## src/hdl/ccc_pkg.sv

```systemverilog
// Constants and types shared by the configuration command block.
package ccc_pkg;
  localparam int          CMD_CODE_W = 5;
  localparam logic [4:0]  ADDR_CRC   = 5'h00;
  localparam logic [4:0]  ADDR_FAR   = 5'h01;
  localparam logic [4:0]  ADDR_CMD   = 5'h04;
  localparam logic [4:0]  ADDR_CONTROL_ZERO_REG  = 5'h05;
  localparam logic [4:0]  ADDR_MASK  = 5'h06;
  localparam logic [4:0]  ADDR_OPTION_REG_ZERO  = 5'h09;
  localparam logic [4:0]  CODE_NULL     = 5'h00;
  localparam logic [4:0]  CODE_WRITE_FRAMES_CMD     = 5'h01;
  localparam logic [4:0]  CODE_MFW      = 5'h02;
  localparam logic [4:0]  CODE_RELEASE  = 5'h03;
  localparam logic [4:0]  CODE_READ_FRAMES_CMD     = 5'h04;
  localparam logic [4:0]  CODE_START    = 5'h05;
  localparam logic [4:0]  CODE_CAPCLR   = 5'h06;
  localparam logic [4:0]  CODE_CRCRST   = 5'h07;
  localparam logic [4:0]  CODE_ISOLATE  = 5'h08;
  localparam logic [4:0]  CODE_SWITCH   = 5'h09;
  localparam logic [4:0]  CODE_RESTORE  = 5'h0A;
  localparam logic [4:0]  CODE_SHUTDOWN = 5'h0B;
  localparam logic [4:0]  CODE_CAPTURE  = 5'h0C;
  localparam logic [4:0]  CODE_DESYNC   = 5'h0D;
  localparam logic [4:0]  CODE_WARMBOOT = 5'h0F;
  localparam logic [4:0]  CODE_RECALC   = 5'h10;
  localparam logic [4:0]  CODE_WDRELOAD = 5'h11;
  localparam int          CONTROL_ZERO_REG_PORT_SEL   = 30;
  localparam int          CONTROL_ZERO_REG_THERMAL    = 12;
  localparam int          CONTROL_ZERO_REG_NOFALLBACK = 10;
  localparam int          CONTROL_ZERO_REG_ABORT_DIS  = 9;
  localparam int          CONTROL_ZERO_REG_LUTMASK_N  = 8;
  localparam int          CONTROL_ZERO_REG_AES_ON     = 6;
  localparam int          CONTROL_ZERO_REG_SEC_HI     = 5;
  localparam int          CONTROL_ZERO_REG_SEC_LO     = 4;
  localparam int          CONTROL_ZERO_REG_KEEP_PORT  = 3;
  localparam int          CONTROL_ZERO_REG_USER_TS_N  = 0;
  localparam logic [31:0] CONTROL_ZERO_REG_RESET      = 32'h0000_0101;
  localparam logic [31:0] CONTROL_ZERO_REG_WRITABLE   = 32'h4000_1779;
  localparam logic [31:0] MASK_RESET      = 32'h0000_0000;
  localparam logic [31:0] WORD_RESET      = 32'h0000_0000;
  localparam int          OUTPUT_FREQ_SELECT_LSB       = 17;
  localparam int          OUTPUT_FREQ_SELECT_W         = 6;

  typedef struct packed {
    logic write_frames;
    logic multi_frame;
    logic release_hold;
    logic read_frames;
    logic start;
    logic capture_clear;
    logic crc_reset;
    logic isolate;
    logic clk_switch;
    logic restore;
    logic shutdown;
    logic capture;
    logic desync;
    logic warm_boot;
    logic recalc;
    logic wd_reload;
  } ccc_cmd_s;

  typedef enum logic [2:0] {
    FA_IDLE  = 3'b001,
    FA_WRITE = 3'b010,
    FA_READ  = 3'b100
  } ccc_frame_e;
endpackage : ccc_pkg

```

## src/hdl/ccc_cmd_decode.sv

```systemverilog
// Decoder from a command word to one flag per command other than the null command.
`timescale 1ns/1ps
module ccc_cmd_decode
  import ccc_pkg::*;
(
  // Command word in.
  input  wire logic [31:0] i_word,
  // One flag per command other than the null command.
  output ccc_cmd_s         o_cmd
);
  always_comb begin
    o_cmd = '0;
    if (i_word[31:CMD_CODE_W] == '0) begin
      case (i_word[CMD_CODE_W-1:0])
        CODE_WRITE_FRAMES_CMD:     o_cmd.write_frames  = 1'b1;
        CODE_MFW:      o_cmd.multi_frame   = 1'b1;
        CODE_RELEASE:  o_cmd.release_hold  = 1'b1;
        CODE_READ_FRAMES_CMD:     o_cmd.read_frames   = 1'b1;
        CODE_START:    o_cmd.start         = 1'b1;
        CODE_CAPCLR:   o_cmd.capture_clear = 1'b1;
        CODE_CRCRST:   o_cmd.crc_reset     = 1'b1;
        CODE_ISOLATE:  o_cmd.isolate       = 1'b1;
        CODE_SWITCH:   o_cmd.clk_switch    = 1'b1;
        CODE_RESTORE:  o_cmd.restore       = 1'b1;
        CODE_SHUTDOWN: o_cmd.shutdown      = 1'b1;
        CODE_CAPTURE:  o_cmd.capture       = 1'b1;
        CODE_DESYNC:   o_cmd.desync        = 1'b1;
        CODE_WARMBOOT: o_cmd.warm_boot     = 1'b1;
        CODE_RECALC:   o_cmd.recalc        = 1'b1;
        CODE_WDRELOAD: o_cmd.wd_reload     = 1'b1;
        default:       o_cmd = '0;
      endcase
    end
  end
endmodule : ccc_cmd_decode

```

## src/hdl/ccc_mask_merge.sv

```systemverilog
// Bit-masked merge of a new control word into the held one.
`timescale 1ns/1ps
module ccc_mask_merge
  import ccc_pkg::*;
(
  // Held value, written value and mask.
  input  wire logic [31:0] i_old,
  input  wire logic [31:0] i_new,
  input  wire logic [31:0] i_mask,
  // Merged value.
  output logic [31:0]      o_val
);
  assign o_val = ((i_old & ~i_mask) | (i_new & i_mask)) & CONTROL_ZERO_REG_WRITABLE;
endmodule : ccc_mask_merge

```

## src/hdl/ccc_top.sv

```systemverilog
// Configuration command interpreter and first control register.
`timescale 1ns/1ps
module ccc_top
  import ccc_pkg::*;
(
  // Clock, reset and enable.
  input  wire logic                i_clk,
  input  wire logic                i_rst,
  input  wire logic                i_ce,
  // Register port from the packet processor.
  input  wire logic                i_reg_wr,
  input  wire logic                i_reg_rd,
  input  wire logic [4:0]          i_reg_addr,
  input  wire logic [31:0]         i_reg_wdata,
  output logic [31:0]              o_reg_rdata,
  // Status from the surrounding configuration logic.
  input  wire logic                i_sync_found,
  input  wire logic [31:0]         i_crc_calc,
  input  wire logic                i_readback_crc_en,
  input  wire logic                i_config_io_tristate_n,
  input  wire logic                i_config_done,
  // Frame access and command strobes.
  output logic                     o_write_armed,
  output logic                     o_read_armed,
  output logic                     o_multi_frame_write,
  output logic                     o_interconnect_hold_n,
  output logic                     o_startup_go,
  output logic                     o_capture_pulse,
  output logic                     o_capture_held,
  output logic                     o_crc_reset,
  output logic                     o_crc_error,
  output logic                     o_clk_switch,
  output logic [OUTPUT_FREQ_SELECT_W-1:0]       o_clk_freq_sel,
  output logic                     o_restore_pulse,
  output logic                     o_shutdown_active,
  output logic                     o_word_aligned,
  output logic                     o_readback_recalc,
  output logic                     o_warm_boot,
  output logic                     o_watchdog_reload,
  output logic [31:0]              o_frame_location,
  // Control register fields.
  output logic                     o_port_bottom,
  output logic [1:0]               o_security_level,
  output logic                     o_readback_allowed,
  output logic                     o_write_allowed,
  output logic                     o_config_port_active,
  output logic                     o_user_io_tristate_n,
  output logic                     o_user_pullup_off,
  output logic                     o_no_fallback_on_fail,
  output logic                     o_parallel_abort_disable,
  output logic                     o_lut_readback_mask_n,
  output logic                     o_aes_unit_on,
  output logic                     o_thermal_shutoff_enable
);
  logic [31:0] cmd_word;
  logic [31:0] mask;
  logic [31:0] option_reg_zero;
  logic [31:0] control_zero_reg;
  logic [31:0] next_control_zero_reg;
  logic [31:0] exec_word;
  logic        wr_ok;
  logic        cmd_wr;
  logic        far_wr;
  logic        crc_wr;
  logic        crc_match;
  logic        exec;
  logic        start_pending;
  logic        desynced;
  logic        crc_good;
  logic        shutdown_armed;
  ccc_cmd_s    dec_cmd;
  ccc_cmd_s    hit;
  ccc_frame_e  frame_state;

  // Register writes count only while the data stream is aligned.
  assign wr_ok     = i_reg_wr & o_word_aligned;
  assign cmd_wr    = wr_ok & (i_reg_addr == ADDR_CMD);
  assign far_wr    = wr_ok & (i_reg_addr == ADDR_FAR);
  assign crc_wr    = wr_ok & (i_reg_addr == ADDR_CRC);
  assign crc_match = crc_wr & (i_reg_wdata == i_crc_calc);
  assign exec      = cmd_wr | far_wr;
  assign exec_word = cmd_wr ? i_reg_wdata : cmd_word;
  assign hit       = exec ? dec_cmd : '0;

  ccc_cmd_decode u_decode (
    .i_word (exec_word),
    .o_cmd  (dec_cmd)
  );

  ccc_mask_merge u_merge (
    .i_old  (control_zero_reg),
    .i_new  (i_reg_wdata),
    .i_mask (mask),
    .o_val  (next_control_zero_reg)
  );

  // Stored registers.
  always_ff @(posedge i_clk or posedge i_rst) begin
    if (i_rst) begin
      cmd_word         <= WORD_RESET;
      mask             <= MASK_RESET;
      option_reg_zero             <= WORD_RESET;
      o_frame_location <= WORD_RESET;
    end else if (i_ce) begin
      if (cmd_wr) begin
        cmd_word <= i_reg_wdata;
      end
      if (far_wr) begin
        o_frame_location <= i_reg_wdata;
      end
      if (wr_ok && i_reg_addr == ADDR_MASK) begin
        mask <= i_reg_wdata;
      end
      if (wr_ok && i_reg_addr == ADDR_OPTION_REG_ZERO) begin
        option_reg_zero <= i_reg_wdata;
      end
    end
  end

  // First control register with masked writes.
  always_ff @(posedge i_clk or posedge i_rst) begin
    if (i_rst) begin
      control_zero_reg <= CONTROL_ZERO_REG_RESET;
    end else if (i_ce && wr_ok && i_reg_addr == ADDR_CONTROL_ZERO_REG) begin
      control_zero_reg <= next_control_zero_reg;
    end
  end

  assign o_port_bottom            = control_zero_reg[CONTROL_ZERO_REG_PORT_SEL];
  assign o_security_level         = control_zero_reg[CONTROL_ZERO_REG_SEC_HI:CONTROL_ZERO_REG_SEC_LO];
  assign o_user_io_tristate_n     = control_zero_reg[CONTROL_ZERO_REG_USER_TS_N];
  assign o_no_fallback_on_fail    = control_zero_reg[CONTROL_ZERO_REG_NOFALLBACK];
  assign o_parallel_abort_disable = control_zero_reg[CONTROL_ZERO_REG_ABORT_DIS];
  assign o_lut_readback_mask_n    = control_zero_reg[CONTROL_ZERO_REG_LUTMASK_N];
  assign o_aes_unit_on            = control_zero_reg[CONTROL_ZERO_REG_AES_ON];
  assign o_thermal_shutoff_enable = control_zero_reg[CONTROL_ZERO_REG_THERMAL];

  // Derived control levels.
  always_ff @(posedge i_clk or posedge i_rst) begin
    if (i_rst) begin
      o_readback_allowed   <= 1'b1;
      o_write_allowed      <= 1'b1;
      o_config_port_active <= 1'b1;
      o_user_pullup_off    <= 1'b0;
    end else if (i_ce) begin
      o_readback_allowed   <= (control_zero_reg[CONTROL_ZERO_REG_SEC_HI:CONTROL_ZERO_REG_SEC_LO] == 2'b00);
      o_write_allowed      <= ~control_zero_reg[CONTROL_ZERO_REG_SEC_HI];
      o_config_port_active <= control_zero_reg[CONTROL_ZERO_REG_KEEP_PORT] | ~i_config_done;
      o_user_pullup_off    <= ~control_zero_reg[CONTROL_ZERO_REG_USER_TS_N] &
                              ~i_config_io_tristate_n;
    end
  end

  // Frame access mode, gated by the security level.
  always_ff @(posedge i_clk or posedge i_rst) begin
    if (i_rst) begin
      frame_state <= FA_IDLE;
    end else if (i_ce) begin
      case (frame_state)
        FA_IDLE, FA_WRITE, FA_READ: begin
          if (hit.write_frames && !control_zero_reg[CONTROL_ZERO_REG_SEC_HI]) begin
            frame_state <= FA_WRITE;
          end else if (hit.read_frames &&
                       control_zero_reg[CONTROL_ZERO_REG_SEC_HI:CONTROL_ZERO_REG_SEC_LO] == 2'b00) begin
            frame_state <= FA_READ;
          end else if (hit.write_frames || hit.read_frames ||
                       hit.desync) begin
            frame_state <= FA_IDLE;
          end
        end
        default: frame_state <= FA_IDLE;
      endcase
    end
  end

  assign o_write_armed = frame_state[1];
  assign o_read_armed  = frame_state[2];

  // Word alignment.
  always_ff @(posedge i_clk or posedge i_rst) begin
    if (i_rst) begin
      o_word_aligned <= 1'b0;
    end else if (i_ce) begin
      if (i_sync_found) begin
        o_word_aligned <= 1'b1;
      end else if (hit.desync) begin
        o_word_aligned <= 1'b0;
      end
    end
  end

  // Interconnect hold.
  always_ff @(posedge i_clk or posedge i_rst) begin
    if (i_rst) begin
      o_interconnect_hold_n <= 1'b1;
    end else if (i_ce) begin
      if (hit.isolate) begin
        o_interconnect_hold_n <= 1'b0;
      end else if (hit.release_hold) begin
        o_interconnect_hold_n <= 1'b1;
      end
    end
  end

  // CRC check and error flag.
  always_ff @(posedge i_clk or posedge i_rst) begin
    if (i_rst) begin
      o_crc_error <= 1'b0;
      crc_good    <= 1'b0;
    end else if (i_ce) begin
      if (crc_wr) begin
        o_crc_error <= ~crc_match;
        crc_good    <= crc_match;
      end else if (hit.crc_reset) begin
        crc_good <= 1'b0;
      end
    end
  end

  // Startup gating.
  always_ff @(posedge i_clk or posedge i_rst) begin
    if (i_rst) begin
      start_pending <= 1'b0;
      desynced      <= 1'b0;
      o_startup_go  <= 1'b0;
    end else if (i_ce) begin
      o_startup_go <= start_pending & desynced & crc_good &
                      ~o_startup_go;
      if (hit.start) begin
        start_pending <= 1'b1;
      end else if (o_startup_go) begin
        start_pending <= 1'b0;
      end
      if (hit.desync) begin
        desynced <= 1'b1;
      end else if (o_startup_go) begin
        desynced <= 1'b0;
      end
    end
  end

  // Shutdown arming.
  always_ff @(posedge i_clk or posedge i_rst) begin
    if (i_rst) begin
      shutdown_armed    <= 1'b0;
      o_shutdown_active <= 1'b0;
    end else if (i_ce) begin
      if (shutdown_armed && (crc_match || hit.crc_reset)) begin
        o_shutdown_active <= 1'b1;
        shutdown_armed    <= 1'b0;
      end else if (hit.shutdown) begin
        shutdown_armed <= 1'b1;
      end
    end
  end

  // Capture level.
  always_ff @(posedge i_clk or posedge i_rst) begin
    if (i_rst) begin
      o_capture_held <= 1'b0;
    end else if (i_ce) begin
      if (hit.capture) begin
        o_capture_held <= 1'b1;
      end else if (hit.capture_clear) begin
        o_capture_held <= 1'b0;
      end
    end
  end

  // One-cycle command strobes and clock rate.
  always_ff @(posedge i_clk or posedge i_rst) begin
    if (i_rst) begin
      o_multi_frame_write <= 1'b0;
      o_capture_pulse     <= 1'b0;
      o_crc_reset         <= 1'b0;
      o_clk_switch        <= 1'b0;
      o_clk_freq_sel      <= '0;
      o_restore_pulse     <= 1'b0;
      o_readback_recalc   <= 1'b0;
      o_warm_boot         <= 1'b0;
      o_watchdog_reload   <= 1'b0;
    end else if (i_ce) begin
      o_multi_frame_write <= hit.multi_frame;
      o_capture_pulse     <= hit.capture;
      o_crc_reset         <= hit.crc_reset;
      o_clk_switch        <= hit.clk_switch;
      o_restore_pulse     <= hit.restore;
      o_readback_recalc   <= hit.recalc & i_readback_crc_en;
      o_warm_boot         <= hit.warm_boot;
      o_watchdog_reload   <= hit.wd_reload;
      if (hit.clk_switch) begin
        o_clk_freq_sel <= option_reg_zero[OUTPUT_FREQ_SELECT_LSB +: OUTPUT_FREQ_SELECT_W];
      end
    end
  end

  // Register reads.
  always_ff @(posedge i_clk or posedge i_rst) begin
    if (i_rst) begin
      o_reg_rdata <= WORD_RESET;
    end else if (i_ce && i_reg_rd) begin
      case (i_reg_addr)
        ADDR_CRC:  o_reg_rdata <= i_crc_calc;
        ADDR_FAR:  o_reg_rdata <= o_frame_location;
        ADDR_CMD:  o_reg_rdata <= cmd_word;
        ADDR_CONTROL_ZERO_REG: o_reg_rdata <= control_zero_reg;
        ADDR_MASK: o_reg_rdata <= mask;
        ADDR_OPTION_REG_ZERO: o_reg_rdata <= option_reg_zero;
        default:   o_reg_rdata <= WORD_RESET;
      endcase
    end
  end
endmodule : ccc_top

```

## config.mk

```make
export PLATFORM = sky130hd
export DESIGN_NAME = ccc_top
export DESIGN_NICKNAME = d
export VERILOG_FILES = /design/src/hdl/ccc_pkg.sv /design/src/hdl/ccc_cmd_decode.sv /design/src/hdl/ccc_mask_merge.sv /design/src/hdl/ccc_top.sv
export SDC_FILE = /design/constraint.sdc
export NUM_CORES = 1
export LEC_CHECK = 0
export BUFFER_PORTS_ARGS = -buffer_cell sky130_fd_sc_hd__buf_2
export CAP_MARGIN = 20
export CORE_ASPECT_RATIO = 0.7
export CORE_UTILIZATION = 45
export CTS_CLUSTER_SIZE = 40
export DETAILED_ROUTE_END_ITERATION = 8
export HOLD_SLACK_MARGIN = 0.05
export PLACE_DENSITY = 0.65
export SYNTH_ARGS = -nofsm -noshare
export SYNTH_HDL_FRONTEND = slang
export SYNTH_SLANG_ARGS = --single-unit
```

## constraint.sdc

```tcl
create_clock -name i_clk -period 7.6 [get_ports i_clk]
set_input_delay 1.52 -clock i_clk [delete_from_list [all_inputs] [get_ports i_clk]]
set_output_delay 1.52 -clock i_clk [all_outputs]
set_load 0.01 [all_outputs]
```

==> results_dict.tcl <==
set metrics [dict create \
    start_util_pct 46.2 \
    port_buffers 176 \
    vias 7160 \
    ir_drop_uv 121 \
    synth_top_family_by_area "multiplexers" \
    ys.warnings.count 0 \
    wire_per_inst_um 22.9 \
    synth-simple-area-share_pct 7.65 \
    die_w_um 173 \
    synth_mux_area_share_pct 18.0 \
    grt_antenna_before_repair 2 \
    n_antenna_cell 0 \
    p_switching_uw 654 \
    synth_xor_area_share_pct 3.33 \
    tightest_slew_ns 1.04 \
    cts_buffer_depth 3 \
    required_ns 7.97 \
    drc 0 \
    dieArea_sq_um 21000 \
    grt_pass1_wl_mm 42.1 \
    core_sq_um 19900 \
    drtAntennaViolNets 0 \
    synth-main-ff-cell "dfrtp_1" \
    p_seq_share_pct 47.1 \
    finalHoldViolations 0 \
    p_int_uw 1990 \
    cts_hold_buf 0 \
    syn_avg_cell_area_sq_um 12.4 \
    crit_path_end_kind "flop" \
    dpl.hpwl_mm 18.8 \
    clk_pin_slew_ns 0.06 \
    synth_cell_types 51 \
    relSlewSlack_pct 30.1 \
    cts_buffers 20 \
    num_io_pins 177 \
    combPwrFrac_pct 11.7 \
    hp-class "reg2reg" \
    grt_remaining_overflow 0 \
    synthArstFlopShare_pct 100 \
    cts_resized 0 \
    syn-instance-count 744 \
    setup_tns_ns 0 \
    cp_max_fo 9 \
    final_util_pct 55.9 \
    clkPwrFrac_pct 41.2 \
    layout.nets 986 \
    p_leak_uw 0.00551 \
    clock_latency_ns 0.49 \
    synth_fp_nets 822 \
    place_congestion 0.892 \
    startpoint_type "input pin" \
    slew_viol_final 0 \
    row_count 43 \
    synth_compound_area_share_pct 13.9 \
    synth_fa_ha_area_share_pct 0 \
    instances_no_fill 1192 \
    maxCapViolCount 0 \
    synth-edff-count 0 \
    path_delay_family "simple AND/OR/NAND/NOR gates" \
    cts_tree "done" \
    worstPathCellList "buf_2 > nor4bb_4 > and2_0 > nor4_1 > nor2_1 > or3_1 > mux2_4" \
    cts.sinks 201 \
    ctsRootBufferMaster "clkbuf_16" \
    yosysSeqAreaShare_pct 54.7 \
    grt_max_degree 148 \
    arrival_ns 4.10 \
    crit_type "in2reg" \
    period_needed_ns 3.73 \
    post_cts.repair.setup_buffers 0 \
    crit_buf_inv 1 \
    drt-pass1-iter-count 6 \
    status "complete, no violations" \
    rsz0062_at_grt "no" \
    htree_num_levels 1 \
    die_y_um 122 \
    fmax_mhz 268 \
    whs_ns 0.462 \
    drive_gt1_share_pct 42.0 \
    track_usage_pct 26.1 \
    netlist_area_sq_um 9210 \
    wl_mm 27.3 \
    slowest_delay_ns 0.60 \
    fin_skew_ns 0.00972 \
    dp.cells 1155 \
    p_sw_share_pct 24.7 \
    power_density_nw_per_um2 238 \
    routed_via_density 6.01 \
    area_growth_pct 20.8 \
    dr.first_iter.drc_count 682 \
    fin_crit_sh_pct 49.0 \
    finalSetupViolCount 0 \
    ys_seq_elements 201 \
    grt_pass1_vias 6863 \
    cp_slowest_cell "or3_1" \
]
[power groups by stage]
stage	combinational, uW	clock (uW)	sequential (uW)
finish	309	1090	1250
global route	336	1150	1260
CTS	308	1110	1240
detailed placement	307	0	1260
global placement	300	0	1260
floorplan	169	0	1260
[path summary, 6_finish.rpt]
check | startpoint | end | slack (ns) | cells past startpoint
worst min register to register | o_shutdown_active$_DFFE_PP0P_ | o_shutdown_active$_DFFE_PP0P_ | 0.46 | 1
worst max-delay path | i_reg_addr[0] | o_clk_freq_sel[2]$_DFFE_PP0P_ | 3.87 | 7
min in group asynchronous | i_rst | o_reg_rdata[31]$_DFFE_PP0P_ | 0.96 | 2
worst max register to register | cmd_word[13]$_DFFE_PP0P_ | o_clk_freq_sel[2]$_DFFE_PP0P_ | 4.59 | 6
max in group asynchronous | i_rst | mask[6]$_DFFE_PP0P_ | 5.05 | 4
worst min-delay path | o_shutdown_active$_DFFE_PP0P_ | o_shutdown_active$_DFFE_PP0P_ | 0.46 | 1
[synth_stat cells (all sizes together), types with 4 or more instances]
cell type | count | area (sq um)
a21o | 25 | 188
a21oi | 28 | 144
a221oi | 11 | 96.3
a222oi | 22 | 220
a22oi | 43 | 323
buf | 14 | 65.1
clkbuf | 33 | 124
dfrtp | 194 | 4850
dfstp | 7 | 184
inv | 9 | 33.8
mux2 | 144 | 1640
nand2 | 49 | 186
nand2b | 4 | 25.0
nand3 | 7 | 35.0
nand4 | 10 | 62.6
nor2 | 11 | 41.3
nor3 | 11 | 55.1
nor3b | 6 | 50.1
nor4 | 16 | 100
o21ai | 25 | 125
o31ai | 4 | 30.0
xnor2 | 32 | 280
[registers in the layout (all words and copies together), names as in the netlist, 3 cells and up, named ones only]
name	cells
option_reg_zero	32
o_frame_location	32
frame_state	3
mask	32
o_clk_freq_sel	6
cmd_word	32
o_reg_rdata	32
[cells by family after synthesis]
family                 after synthesis
XOR/XNOR                            35
buffers and inverters               56
flip-flops                         201
multiplexers                       145
AO/OA/AOI/OAI                      176
AND/OR/NAND/NOR                    131
[stage by stage]
| stage | worst slack (ns) | instance area [sq um] | total power, uW |
|---|---|---|---|
| finish | 3.87 | 11100 | 2650 |
| global route | 3.68 | 11100 | 2750 |
| CTS | 3.91 | 11100 | 2660 |
| detailed placement | 3.41 | 10400 | 1570 |
| global placement | 3.40 | 10400 | 1560 |
| floorplan | 0.609 | 9210 | 1430 |
[routing by layer]
| layer | wire length [um] | part of all wire [%] | up-vias | global-route usage [%] |
|---|---|---|---|---|
| met3 | 2210 | 8.1 | 33 | 5.84 |
| met1 | 13300 | 49 | 3677 | 41.4 |
| met2 | 11300 | 41 | 307 | 36.2 |
| met5 | 21 | 0.077 | - | 0 |
| li1 | - | - | 3139 | - |
| met4 | 433 | 1.6 | 4 | 4.98 |
[cell usage in the layout (no fill, tap or decap), types with 6 or more instances in the layout]
cell	count
nor4_1	16
nor3_1	8
nand4_1	10
mux2_2	138
a21oi_1	27
a22oi_1	43
nand3_1	7
buf_4	12
o21ai_0	24
dfstp_2	7
nor2_1	10
inv_1	8
dfrtp_1	194
buf_2	176
clkbuf_16	21
a221oi_1	11
a21o_1	25
mux2_4	6
xnor2_1	32
a222oi_1	22
nand2_1	48
[final cells by class]
cell class              count  area (sq um)
fillers                  1770          8780
repair buffers            189           998
multi-input cells         487          3980
inverters                   9          41.3
flip-flops and latches    201          5040
well taps                 270           338
clock buffers              30           599
clock inverters             6           133
No activity file was read; power rests on OpenSTA's default activity.
